[config.mk]
export PLATFORM = sky130hd
export DESIGN_NAME = sync_ctl
export DESIGN_NICKNAME = d
export VERILOG_FILES = /design/src/sync_stretch.v /design/src/sync_ctl.v
export VERILOG_INCLUDE_DIRS = /design/src
export SDC_FILE = /design/constraint.sdc
export NUM_CORES = 1
export LEC_CHECK = 0
export BUFFER_PORTS_ARGS = -buffer_cell sky130_fd_sc_hd__buf_2
export CORE_ASPECT_RATIO = 1.2
export CORE_MARGIN = 2
export CORE_UTILIZATION = 40
export DETAILED_ROUTE_END_ITERATION = 8
export GPL_TIMING_DRIVEN = 0
export PLACE_DENSITY = 0.75
export RECOVER_POWER = 25
export SYNTH_ARGS = -nofsm -noshare
export SYNTH_HDL_FRONTEND = slang
export SYNTH_SLANG_ARGS = --single-unit
[constraint.sdc]
create_clock -name clk_sys_i -period 1.4 [get_ports clk_sys_i]
set_input_delay 0.14 -clock clk_sys_i [delete_from_list [all_inputs] [get_ports clk_sys_i]]
set_output_delay 0.14 -clock clk_sys_i [all_outputs]
set_load 0.05 [all_outputs]
[src/sync_ctl_defines.vh]
// constants for the synchronization control block
`ifndef SYNC_CTL_DEFINES_VH
`define SYNC_CTL_DEFINES_VH

// apb register byte addresses
`define ADDR_CTRL        12'h000
`define ADDR_STRETCH     12'h004
`define ADDR_STATUS      12'h008

// control register fields
`define CTRL_HOLD_BIT    0
`define CTRL_DECIM_BIT   1
`define CTRL_TEST_LO     2
`define CTRL_TEST_HI     3
`define CTRL_WIDTH       4
`define CTRL_RESET       4'h0

// test modes
`define TEST_OFF         2'h0
`define TEST_RAMP        2'h1
`define TEST_FLASH       2'h2

// stretch field
`define STRETCH_WIDTH    4
`define STRETCH_RESET    4'h0

// decimation divider
`define DIV_WIDTH        4

// status register layout
`define STAT_SYNC_BIT    0
`define STAT_HOLD_BIT    1
`define STAT_TEST_BIT    2
`define STAT_VALID_BIT   3
`define STAT_DIV_LO      4
`define STAT_DIV_HI      7

`define ZERO32           32'h00000000

`endif

[src/sync_stretch.v]
// synchronizer and stretcher for the external synchronization pulse
`include "sync_ctl_defines.vh"

module sync_stretch (
  input  wire                      clk_sys_i,
  input  wire                      reset_n_i,
  input  wire                      sync_in_pos_i,
  input  wire [`STRETCH_WIDTH-1:0] stretch_i,
  output reg                       sync_int_o,
  output reg                       sync_fall_o
);

  reg                      meta;
  reg                      stage2;
  reg                      stage3;
  reg                      level;
  reg [`STRETCH_WIDTH-1:0] extra;

  // ----------------------------------------
  // three stage synchronizer, change on agreement
  // ----------------------------------------
  always @(posedge clk_sys_i) begin
    if (!reset_n_i) begin
      meta   <= 1'b0;
      stage2 <= 1'b0;
      stage3 <= 1'b0;
      level  <= 1'b0;
    end else begin
      meta   <= sync_in_pos_i;                              // RULE_11
      stage2 <= meta;
      stage3 <= stage2;
      if (stage2 == stage3)
        level <= stage3;                                    // RULE_11
    end
  end

  // ----------------------------------------
  // stretch by 0..15 extra cycles
  // ----------------------------------------
  always @(posedge clk_sys_i) begin
    if (!reset_n_i) begin
      extra       <= `STRETCH_RESET;
      sync_int_o  <= 1'b0;
      sync_fall_o <= 1'b0;
    end else begin
      sync_fall_o <= 1'b0;
      if (level) begin
        sync_int_o <= 1'b1;
        extra      <= stretch_i;                            // RULE_02
      end else if (sync_int_o) begin
        if (extra == `STRETCH_RESET) begin
          sync_int_o  <= 1'b0;
          sync_fall_o <= 1'b1;
        end else begin
          extra <= extra - 1'b1;                            // RULE_02
        end
      end
    end
  end

endmodule

[src/sync_ctl.v]
// synchronization control with apb registers, clock hold and divider reset
//
// Notes on behaviour
// RULE_01 - controller holds sync high long enough
// RULE_02 - internal pulse stretched by 0 to 15
// RULE_03 - hold mode stops clocks during pulse
// RULE_04 - run mode realigns clocks at falling edge
// RULE_05 - controller pulses sync after mode changes
// RULE_06 - other settings need no sync pulse
// RULE_07 - test resources reinitialised on sync after entry
// RULE_08 - leaving test resumes output immediately
// RULE_09 - sync resets decimation dividers, data invalid
// RULE_10 - reset selects clock hold behaviour
// RULE_11 - sync input passes a synchronizer
`include "sync_ctl_defines.vh"

module sync_ctl (
  input  wire        clk_sys_i,
  input  wire        reset_n_i,
  input  wire        sync_in_pos_i,
  input  wire        psel_i,
  input  wire        penable_i,
  input  wire        pwrite_i,
  input  wire [11:0] paddr_i,
  input  wire [31:0] pwdata_i,
  output reg  [31:0] prdata_o,
  output reg         pready_o,
  output reg         pslverr_o,
  output reg         clk_run_o,
  output reg         realign_o,
  output reg         divider_reset_o,
  output reg         test_init_o,
  output reg         data_valid_o
);

  reg  [`CTRL_WIDTH-1:0]    ctrl;
  reg  [`STRETCH_WIDTH-1:0] stretch;
  reg  [`DIV_WIDTH-1:0]     div_count;
  reg                       test_pending;
  reg                       test_ready;
  wire                      sync_int;
  wire                      sync_fall;
  wire                      hold_sel;
  wire                      decim_on;
  wire [1:0]                test_mode;
  wire                      in_test;
  wire                      access;
  wire                      wr_commit;
  reg  [31:0]               next_rdata;
  reg                       next_err;

  assign hold_sel  = ctrl[`CTRL_HOLD_BIT];
  assign decim_on  = ctrl[`CTRL_DECIM_BIT];
  assign test_mode = ctrl[`CTRL_TEST_HI:`CTRL_TEST_LO];
  assign in_test   = (test_mode != `TEST_OFF);
  assign access    = psel_i & penable_i & ~pready_o;
  assign wr_commit = psel_i & penable_i & pready_o & pwrite_i;

  // address decode used by the error path; the read path decodes with its own case
  function is_mapped;
    input [11:0] addr;
    begin
      is_mapped = (addr == `ADDR_CTRL) ||
                  (addr == `ADDR_STRETCH) ||
                  (addr == `ADDR_STATUS);
    end
  endfunction

  sync_stretch u_stretch (
    .clk_sys_i     (clk_sys_i),
    .reset_n_i     (reset_n_i),
    .sync_in_pos_i (sync_in_pos_i),
    .stretch_i     (stretch),
    .sync_int_o    (sync_int),
    .sync_fall_o   (sync_fall)
  );

  // ----------------------------------------
  // apb slave, one wait state
  // ----------------------------------------
  always @* begin
    next_rdata = `ZERO32;
    next_err   = ~is_mapped(paddr_i);
    case (paddr_i)
      `ADDR_CTRL:    next_rdata[`CTRL_WIDTH-1:0] = ctrl;
      `ADDR_STRETCH: next_rdata[`STRETCH_WIDTH-1:0] = stretch;
      `ADDR_STATUS: begin
        next_rdata[`STAT_SYNC_BIT]             = sync_int;
        next_rdata[`STAT_HOLD_BIT]             = ~clk_run_o;
        next_rdata[`STAT_TEST_BIT]             = test_ready;
        next_rdata[`STAT_VALID_BIT]            = data_valid_o;
        next_rdata[`STAT_DIV_HI:`STAT_DIV_LO]  = div_count;
      end
      default:       next_rdata = `ZERO32;
    endcase
  end

  // ----------------------------------------
  // apb handshake, one wait state
  // ----------------------------------------
  always @(posedge clk_sys_i) begin
    if (!reset_n_i) begin
      pready_o  <= 1'b0;
      pslverr_o <= 1'b0;
    end else begin
      pready_o  <= access;
      pslverr_o <= access & next_err;
    end
  end

  // ----------------------------------------
  // read data, loaded in the wait state so it stands with pready
  // ----------------------------------------
  always @(posedge clk_sys_i) begin
    if (!reset_n_i) begin
      prdata_o <= `ZERO32;
    end else if (access && !pwrite_i) begin
      prdata_o <= next_rdata;
    end
  end

  // ----------------------------------------
  // control register, taken at the completing edge
  // ----------------------------------------
  always @(posedge clk_sys_i) begin
    if (!reset_n_i) begin
      ctrl <= `CTRL_RESET;                                   // RULE_10
    end else if (wr_commit && paddr_i == `ADDR_CTRL) begin
      ctrl <= pwdata_i[`CTRL_WIDTH-1:0];                     // RULE_06
    end
  end

  // ----------------------------------------
  // stretch register
  // ----------------------------------------
  always @(posedge clk_sys_i) begin
    if (!reset_n_i) begin
      stretch <= `STRETCH_RESET;
    end else if (wr_commit && paddr_i == `ADDR_STRETCH) begin
      stretch <= pwdata_i[`STRETCH_WIDTH-1:0];               // RULE_02
    end
  end

  // ----------------------------------------
  // clock hold, only in hold mode
  // ----------------------------------------
  always @(posedge clk_sys_i) begin
    if (!reset_n_i) begin
      clk_run_o <= 1'b1;
    end else begin
      clk_run_o <= ~(sync_int & ~hold_sel);                  // RULE_03
    end
  end

  // ----------------------------------------
  // realignment pulse at the falling edge, run mode
  // ----------------------------------------
  always @(posedge clk_sys_i) begin
    if (!reset_n_i) begin
      realign_o <= 1'b0;
    end else begin
      realign_o <= sync_fall & hold_sel;                     // RULE_04
    end
  end

  // ----------------------------------------
  // decimation divider, reset by sync
  // ----------------------------------------
  always @(posedge clk_sys_i) begin
    if (!reset_n_i) begin
      div_count       <= {`DIV_WIDTH{1'b0}};
      divider_reset_o <= 1'b0;
    end else begin
      divider_reset_o <= decim_on & sync_int;                // RULE_09
      if (sync_int || !decim_on)
        div_count <= {`DIV_WIDTH{1'b0}};                     // RULE_09
      else
        div_count <= div_count + 1'b1;
    end
  end

  // ----------------------------------------
  // test resources
  // ----------------------------------------
  always @(posedge clk_sys_i) begin
    if (!reset_n_i) begin
      test_pending <= 1'b0;
      test_ready   <= 1'b0;
      test_init_o  <= 1'b0;
    end else begin
      test_init_o <= 1'b0;
      if (!in_test) begin
        test_pending <= 1'b0;
        test_ready   <= 1'b0;                                // RULE_08
      end else if (!test_ready && !test_pending) begin
        test_pending <= 1'b1;
      end else if (test_pending && sync_fall) begin
        test_pending <= 1'b0;
        test_ready   <= 1'b1;                                // RULE_07
        test_init_o  <= 1'b1;                                // RULE_07
      end
    end
  end

  // ----------------------------------------
  // data validity: low while dividers reset or test not ready
  // ----------------------------------------
  always @(posedge clk_sys_i) begin
    if (!reset_n_i) begin
      data_valid_o <= 1'b1;
    end else begin
      data_valid_o <= ~(decim_on & sync_int) & (~in_test | test_ready); // RULE_09
    end
  end

endmodule

# ---- Word-level counts from Yosys, hierarchy flattened
# Cells that the tools add are included.
dict set report word_totals {
  regBits 39
  in_bits 50
  output_inout_bits 39
  word_cells 81
}
dict set report classes {
  add_sub_neg 2
  eq_ne 4
  n_mux 12
  bitwise_logic 20
  n_reduce_logical 23
}
# operator count
set ops {}
lappend ops {{2-to-1 mux 4 bit} 4}
lappend ops {{== test 12 x 3 -> 1 bit (second input constant)} 1}
lappend ops {{== test 12 x 4 -> 1 bit (second input constant)} 1}
lappend ops {{logical NOT 12 bit} 1}
lappend ops {{case mux 4 bit (3 select lines)} 1}
lappend ops {{NOT 1 bit} 10}
lappend ops {{bitwise AND 1 bit} 9}
lappend ops {{2-to-1 mux 1 bit} 7}
lappend ops {{AND reduction 2 bit} 3}
lappend ops {{nonzero test 2 bit} 3}
lappend ops {{OR reduction 3 bit} 2}
lappend ops {{logical AND 1 bit} 5}
lappend ops {{adder 4 x 1 -> 4 bit (second input constant)} 1}
lappend ops {{logical NOT 1 bit} 4}
lappend ops {{logical NOT 4 bit} 1}
lappend ops {{subtractor 4 x 1 -> 4 bit (second input constant)} 1}
lappend ops {{logical OR 1 bit} 3}
lappend ops {{!= test 2 x 1 -> 1 bit (second input constant)} 1}
lappend ops {{OR reduction 2 bit} 1}
lappend ops {{== test 1 bit} 1}
lappend ops {{OR 1 bit} 1}

# ---- Longest topological paths before layout
dict set report logic_depth {
  depth_word 5
  depth_mapped 6
  mapped_depth_nobuf 6
}

# ---- Cells and area by module
# Synthesis repeated with hierarchy kept, for this count alone.
dict set report unflattened {
  hier_cells 191
  hier_area_um2 1767.9
}
# module n_inst cells_per_inst area_each_um2 seq_area_each_um2
set modules_own_cells {}
lappend modules_own_cells {sync_ctl 1 142 1315.0 580.6}
lappend modules_own_cells {sync_stretch 1 49 452.9 200.2}

# ---- Worst setup path before layout
# OpenSTA, ideal clock, no wires.
dict set report synth_timing {
  kind {reg2reg}
  startpoint {register pready_o}
  endpoint {register ctrl[0]}
  setup_ns 0.132
  t_arrival_ns 1.389
  required_ns 1.268
  path_slack_ns -0.121
  stages_incl_launch_ff 5
  path_buffers 0
  period_less_slack_ns 1.521
  cell_sequence {dfxtp_1 > and3b_1 > nand4_1 > o21ai_0 > a21oi_1}
}
dict set report synth_via {
  elab_chain_len 3
}
# element line_no
set synth_lines {}
lappend synth_lines {{start, declared} sync_ctl.v:27} ;# output reg pready_o,
lappend synth_lines {{start signal, assigned} sync_ctl.v:106} ;# pready_o <= access;
lappend synth_lines {{bitwise AND 1 bit (2 in a row)} sync_ctl.v:57} ;# assign wr_commit = psel_i & penable_i & pready_o & pwrite_i;
lappend synth_lines {{logical AND 1 bit (no source line)} -}
lappend synth_lines {{end signal, assigned} sync_ctl.v:127} ;# ctrl <= `CTRL_RESET;
lappend synth_lines {{end signal, assigned} sync_ctl.v:129} ;# ctrl <= pwdata_i[`CTRL_WIDTH-1:0];
lappend synth_lines {{end, declared} sync_ctl.v:36} ;# reg [`CTRL_WIDTH-1:0] ctrl;
# Every way passes these cells.
# A chain may end at the register's enable or synchronous reset.

# ---- Worst setup path after layout
dict set report layout_timing {
  startpoint {register u_stretch.extra[0]}
  endpoint {register u_stretch.extra[1]}
}
dict set report layout_via {
  elab_chain_len 4
  word_cells_on_any_way 7
  cone_classes {1 x add/sub; 1 x eq/ne; 3 x mux; 2 x reduce/logical}
}
# element line_no
set layout_lines {}
lappend layout_lines {{start, declared} sync_stretch.v:17} ;# reg [`STRETCH_WIDTH-1:0] extra;
lappend layout_lines {{start signal, assigned} sync_stretch.v:42} ;# extra <= `STRETCH_RESET;
lappend layout_lines {{start signal, assigned} sync_stretch.v:49} ;# extra <= stretch_i;
lappend layout_lines {{start signal, assigned} sync_stretch.v:55} ;# extra <= extra - 1'b1;
lappend layout_lines {{subtractor 4 x 1 -> 4 bit} sync_stretch.v:55}
lappend layout_lines {{2-to-1 mux 4 bit} sync_stretch.v:51} ;# if (extra == `STRETCH_RESET) begin
lappend layout_lines {{2-to-1 mux 4 bit} sync_stretch.v:50} ;# end else if (sync_int_o) begin
lappend layout_lines {{2-to-1 mux 4 bit} sync_stretch.v:47} ;# if (level) begin
# Several ways; a longest one is shown, not always the timed one. The select of a mux whose other input is x is not followed.

==> results.yml <==
floorplan:
  fp.dieArea_um2: 4910
  io-pin-count: 89
  core_area_um2: 4230
  start_util_pct: 41.3
  placementRows: 26
  die_y_um: 76.4
  die_x_um: 64.3
pwr:
  power.internal_w: 0.00159
  p_switching_w: 0.000576
  power.share.sequential_pct: 51.8
  switching_share_pct: 26.6
  clock_network_fraction_of_total_power_pct: 34.6
  power_frac_comb_pct: 13.7
  power_per_cell_area_nw_per_um2: 984
  power.static_leakage_nw: 0.998
  worst_ir_drop_vdd_v: 0.000478
routing:
  drc_errors: 0
  detail_route.vias_per_cell: 4.54
  drt-pass1-iter-count: 4
  detail_route.wl_per_cell_um: 10.9
  route.final.wire_length_um: 3450
  dr_total_vias: 1440
  drt_iter0_markers: 45
  ant_nets: 0
critical_path:
  critical-path-slowest-cell: "sky130_fd_sc_hd__or3b_4"
  critical_path.reg2reg.startpoint: "u_stretch.extra[0]"
  worst_setup_path_startpoint: "u_stretch.extra[0]"
  cp_data_required_time_ns: 1.62
  worst-r2r-cell-count: 5
  critical_path.endpoint: "u_stretch.extra[1]"
  critical_path.max_fanout: 5
  crit_path_cell_trace: "inv_2, ha_4, or3b_4, a311o_1, a21oi_1"
  worst-endpoint-arrival_ns: 1.61
  startpoint_type: "register"
  endpoint_of_the_lowest_slack_register_to_register_path: "u_stretch.extra[1]"
  path_class: "register to register"
  critPathCaptureType: "register"
  max_stage_delay_ns: 0.40
  timing.reg2reg.setup_slack_ns: 0.004
clock_network:
  cts.sink_count: 39
  clock_tree_from_tritoncts: "yes"
  cts_hold_buffers: 0
  cts_made_buffers: 5
  cts_htree_levels: 2
  clkLatencyLatePin_ns: 0.29
  path_clk_slew_ns: 0.07
  root_buffer: "sky130_fd_sc_hd__clkbuf_8"
  cts.path.max_buffers: 2
final_layout:
  final_nets: 313
  multiInputGateArea_um2: 815
  final_cells: 317
  final-seq-area_um2: 785
  fillCellCount: 406
  share_of_cells_above_drive_strength_1_pct: 33.0
  antenna-diode-count: 0
  flow.area_growth_from_synthesis_pct: 25.8
synthesis:
  synth.cell_area_um2: 1750
  synth.lib_cells_used.distinct: 38
  synth_seq_area_share_pct: 44.7
  yosys.area.top_type_share_pct: 44.7
  synth_top_area_cells: "sky130_fd_sc_hd__dfxtp_1 45%, sky130_fd_sc_hd__buf_4 10%, sky130_fd_sc_hd__a21oi_1 5.4%"
  synth_area_leader_cell: "sky130_fd_sc_hd__dfxtp_1"
  synthCells: 193
  ys_seq_elements: 39
  ys_warn_count: 0
  synth.avg_cell_area_um2: 9.05
timing:
  setup_viol: 0
  final_worst_path_period_need_ns: 1.40
  fin_skew_ns: 0.00467
  timing.fmax_mhz: 716
  final-max-slew-violation-count: 0
  rsz0062_at_grt: "yes"
  hold_viol_final: 0
  timing.final.ws_setup_ns: 0.00377
  worst_slew_margin_rel_pct: 65.3
  max_slew.worst_pin.slew_ns: 0.514
  layout_worst_path_cycle_share_pct: 99.7
grt:
  globalRouteMet1Util_pct: 16.9
  use_met3_pct: 3.55
  number_of_antenna_violations_at_the_first_check_in_global_routing: 0
  grt-busiest-layer: "met2"
  grt_pass1_wl_um: 5580
  largest_net_degree_at_the_start_of_global_routing: 12
  groute.layer.met2.usage_pct: 24.7
  first_global_vias: 1320
  globalRoute.totalOverflow: 0
  globalRouteTotalUtil_pct: 14.7
placement:
  io_buffers: 35
  finalWeightedCongestion: 0.768
  numPlacedInstances: 307
  hpwlAfterDp_um: 2700
  post_place_setup_slack_ns: -0.0398
min_path:
  hold_path.class: "input pin to register"
job:
  timing.max_cap.violations: 0
status:
  outcome: "finished clean"
## synth_stat cells
cell and instances:
sky130_fd_sc_hd__and3_2 1, sky130_fd_sc_hd__or3b_4 1, sky130_fd_sc_hd__and4b_2 1, sky130_fd_sc_hd__nor3b_1 1, sky130_fd_sc_hd__nand2_1 12, sky130_fd_sc_hd__a22o_1 4, sky130_fd_sc_hd__nor4bb_1 1, sky130_fd_sc_hd__clkbuf_1 2
sky130_fd_sc_hd__xnor2_1 2, sky130_fd_sc_hd__nand3_4 1, sky130_fd_sc_hd__nor2_1 14, sky130_fd_sc_hd__clkbuf_8 1, sky130_fd_sc_hd__xor2_1 2, sky130_fd_sc_hd__nand3_1 2, sky130_fd_sc_hd__a311o_1 1, sky130_fd_sc_hd__a211o_2 1
sky130_fd_sc_hd__a21oi_1 19, sky130_fd_sc_hd__conb_1 1, sky130_fd_sc_hd__buf_6 1, sky130_fd_sc_hd__or2_2 1, sky130_fd_sc_hd__buf_2 3, sky130_fd_sc_hd__nor2b_1 3, sky130_fd_sc_hd__dfxtp_1 39, sky130_fd_sc_hd__o21ai_0 17
sky130_fd_sc_hd__and3b_1 1, sky130_fd_sc_hd__nor4_1 2, sky130_fd_sc_hd__buf_4 24, sky130_fd_sc_hd__ha_1 2, sky130_fd_sc_hd__nor4_4 1, sky130_fd_sc_hd__mux2i_1 4, sky130_fd_sc_hd__inv_1 7, sky130_fd_sc_hd__nand3b_1 1
sky130_fd_sc_hd__and3_1 3, sky130_fd_sc_hd__and2_1 3, sky130_fd_sc_hd__a21boi_0 1, sky130_fd_sc_hd__o31a_1 1, sky130_fd_sc_hd__nand4_1 9, sky130_fd_sc_hd__nor3_1 3
## area by class of cell
class | count | share of cell area [%]
Multi-Input combinational cell | 139 | 37.1
Sequential cell | 39 | 35.7
Buffer | 31 | 9.91
Timing Repair Buffer | 38 | 8.94
Clock buffer | 6 | 3.76
Tap cell | 56 | 3.19
Inverter | 7 | 1.20
Clock inverter | 1 | 0.228
## placed cells by master (no fill, tap or decap), drive strengths merged, types with 4 or more instances in the layout
cell    count
buf        65
a22o        4
mux2i       4
nand4       9
o21ai      17
conb       24
a21oi      19
nor2       14
inv         7
dfxtp      39
and3        4
clkbuf     10
nand2      12
## per-stage QoR
stage	area (um2)	TNS, ns	total power, W	utilization [%]	hold slack (ns)
floorplan	1840	0	0.00139	-	0.267
global placement	2080	-0.0130	0.00144	49.2	0.347
detailed placement	2080	-0.0813	0.00144	49.2	0.351
CTS	2200	-0.00358	0.00219	51.9	0.0493
global route	2200	-0.268	0.00226	52.0	0.0455
finish	2200	0	0.00216	52.0	0.0543
## worst min-delay path by stage
stage / start / endpoint / slack (ns) / cells after the start
final: sync_in_pos_i / u_stretch.meta / 0.05 / 2
after global routing: sync_in_pos_i / u_stretch.meta / 0.05 / 2
after CTS: sync_in_pos_i / u_stretch.meta / 0.05 / 2
after detailed placement: sync_in_pos_i / u_stretch.meta / 0.35 / 2
after global placement: sync_in_pos_i / u_stretch.meta / 0.35 / 2
after floorplan: sync_in_pos_i / u_stretch.meta / 0.27 / 1
## repair_timing
item                       4_1_cts  5_1_grt
pin swaps                        0        1
gates resized for setup          3        2
setup endpoints to repair        3        8
setup buffers                    2        1
cloned                           0        0
## power by group through the flow
stage	registers, W	logic [W]	clock network, W
global placement	0.00114	0.000292	0
CTS	0.00112	0.000294	0.000773
detailed placement	0.00114	0.000293	0
global route	0.00112	0.000310	0.000833
finish	0.00112	0.000296	0.000748
floorplan	0.00115	0.000237	0
## logic make-up after synthesis
kind of cell,share of synthesized area [%]
fa+ha+maj,1.43
flops,44.7
xor+xnor,2.01
compound gates,14.4
other cells,0.215
simple gates,20.4
mux,2.29
buf+inv,14.5
## layer usage
layer,up-vias,routed length [um],part of all wire (%)
met1,635,1420,41
li1,756,-,-
met4,0,68,2.0
met5,-,0,0
met3,6,200,5.8
met2,43,1750,51
## registers in the layout, summed over array words and instances (netlist names), 4 cells and up
register and cells:
div_count 4, stretch 4, u_stretch.extra 4, prdata_o 8, ctrl 4
## worst max-delay path: cells and delay by family (launching register included)
family,cells,cell delay (ns)
flops,1,0.32
simple gates,1,0.40
buf+inv,1,0.08
fa+ha+maj,1,0.14
compound gates,2,0.39
No activity file was read; power rests on OpenSTA's default activity.
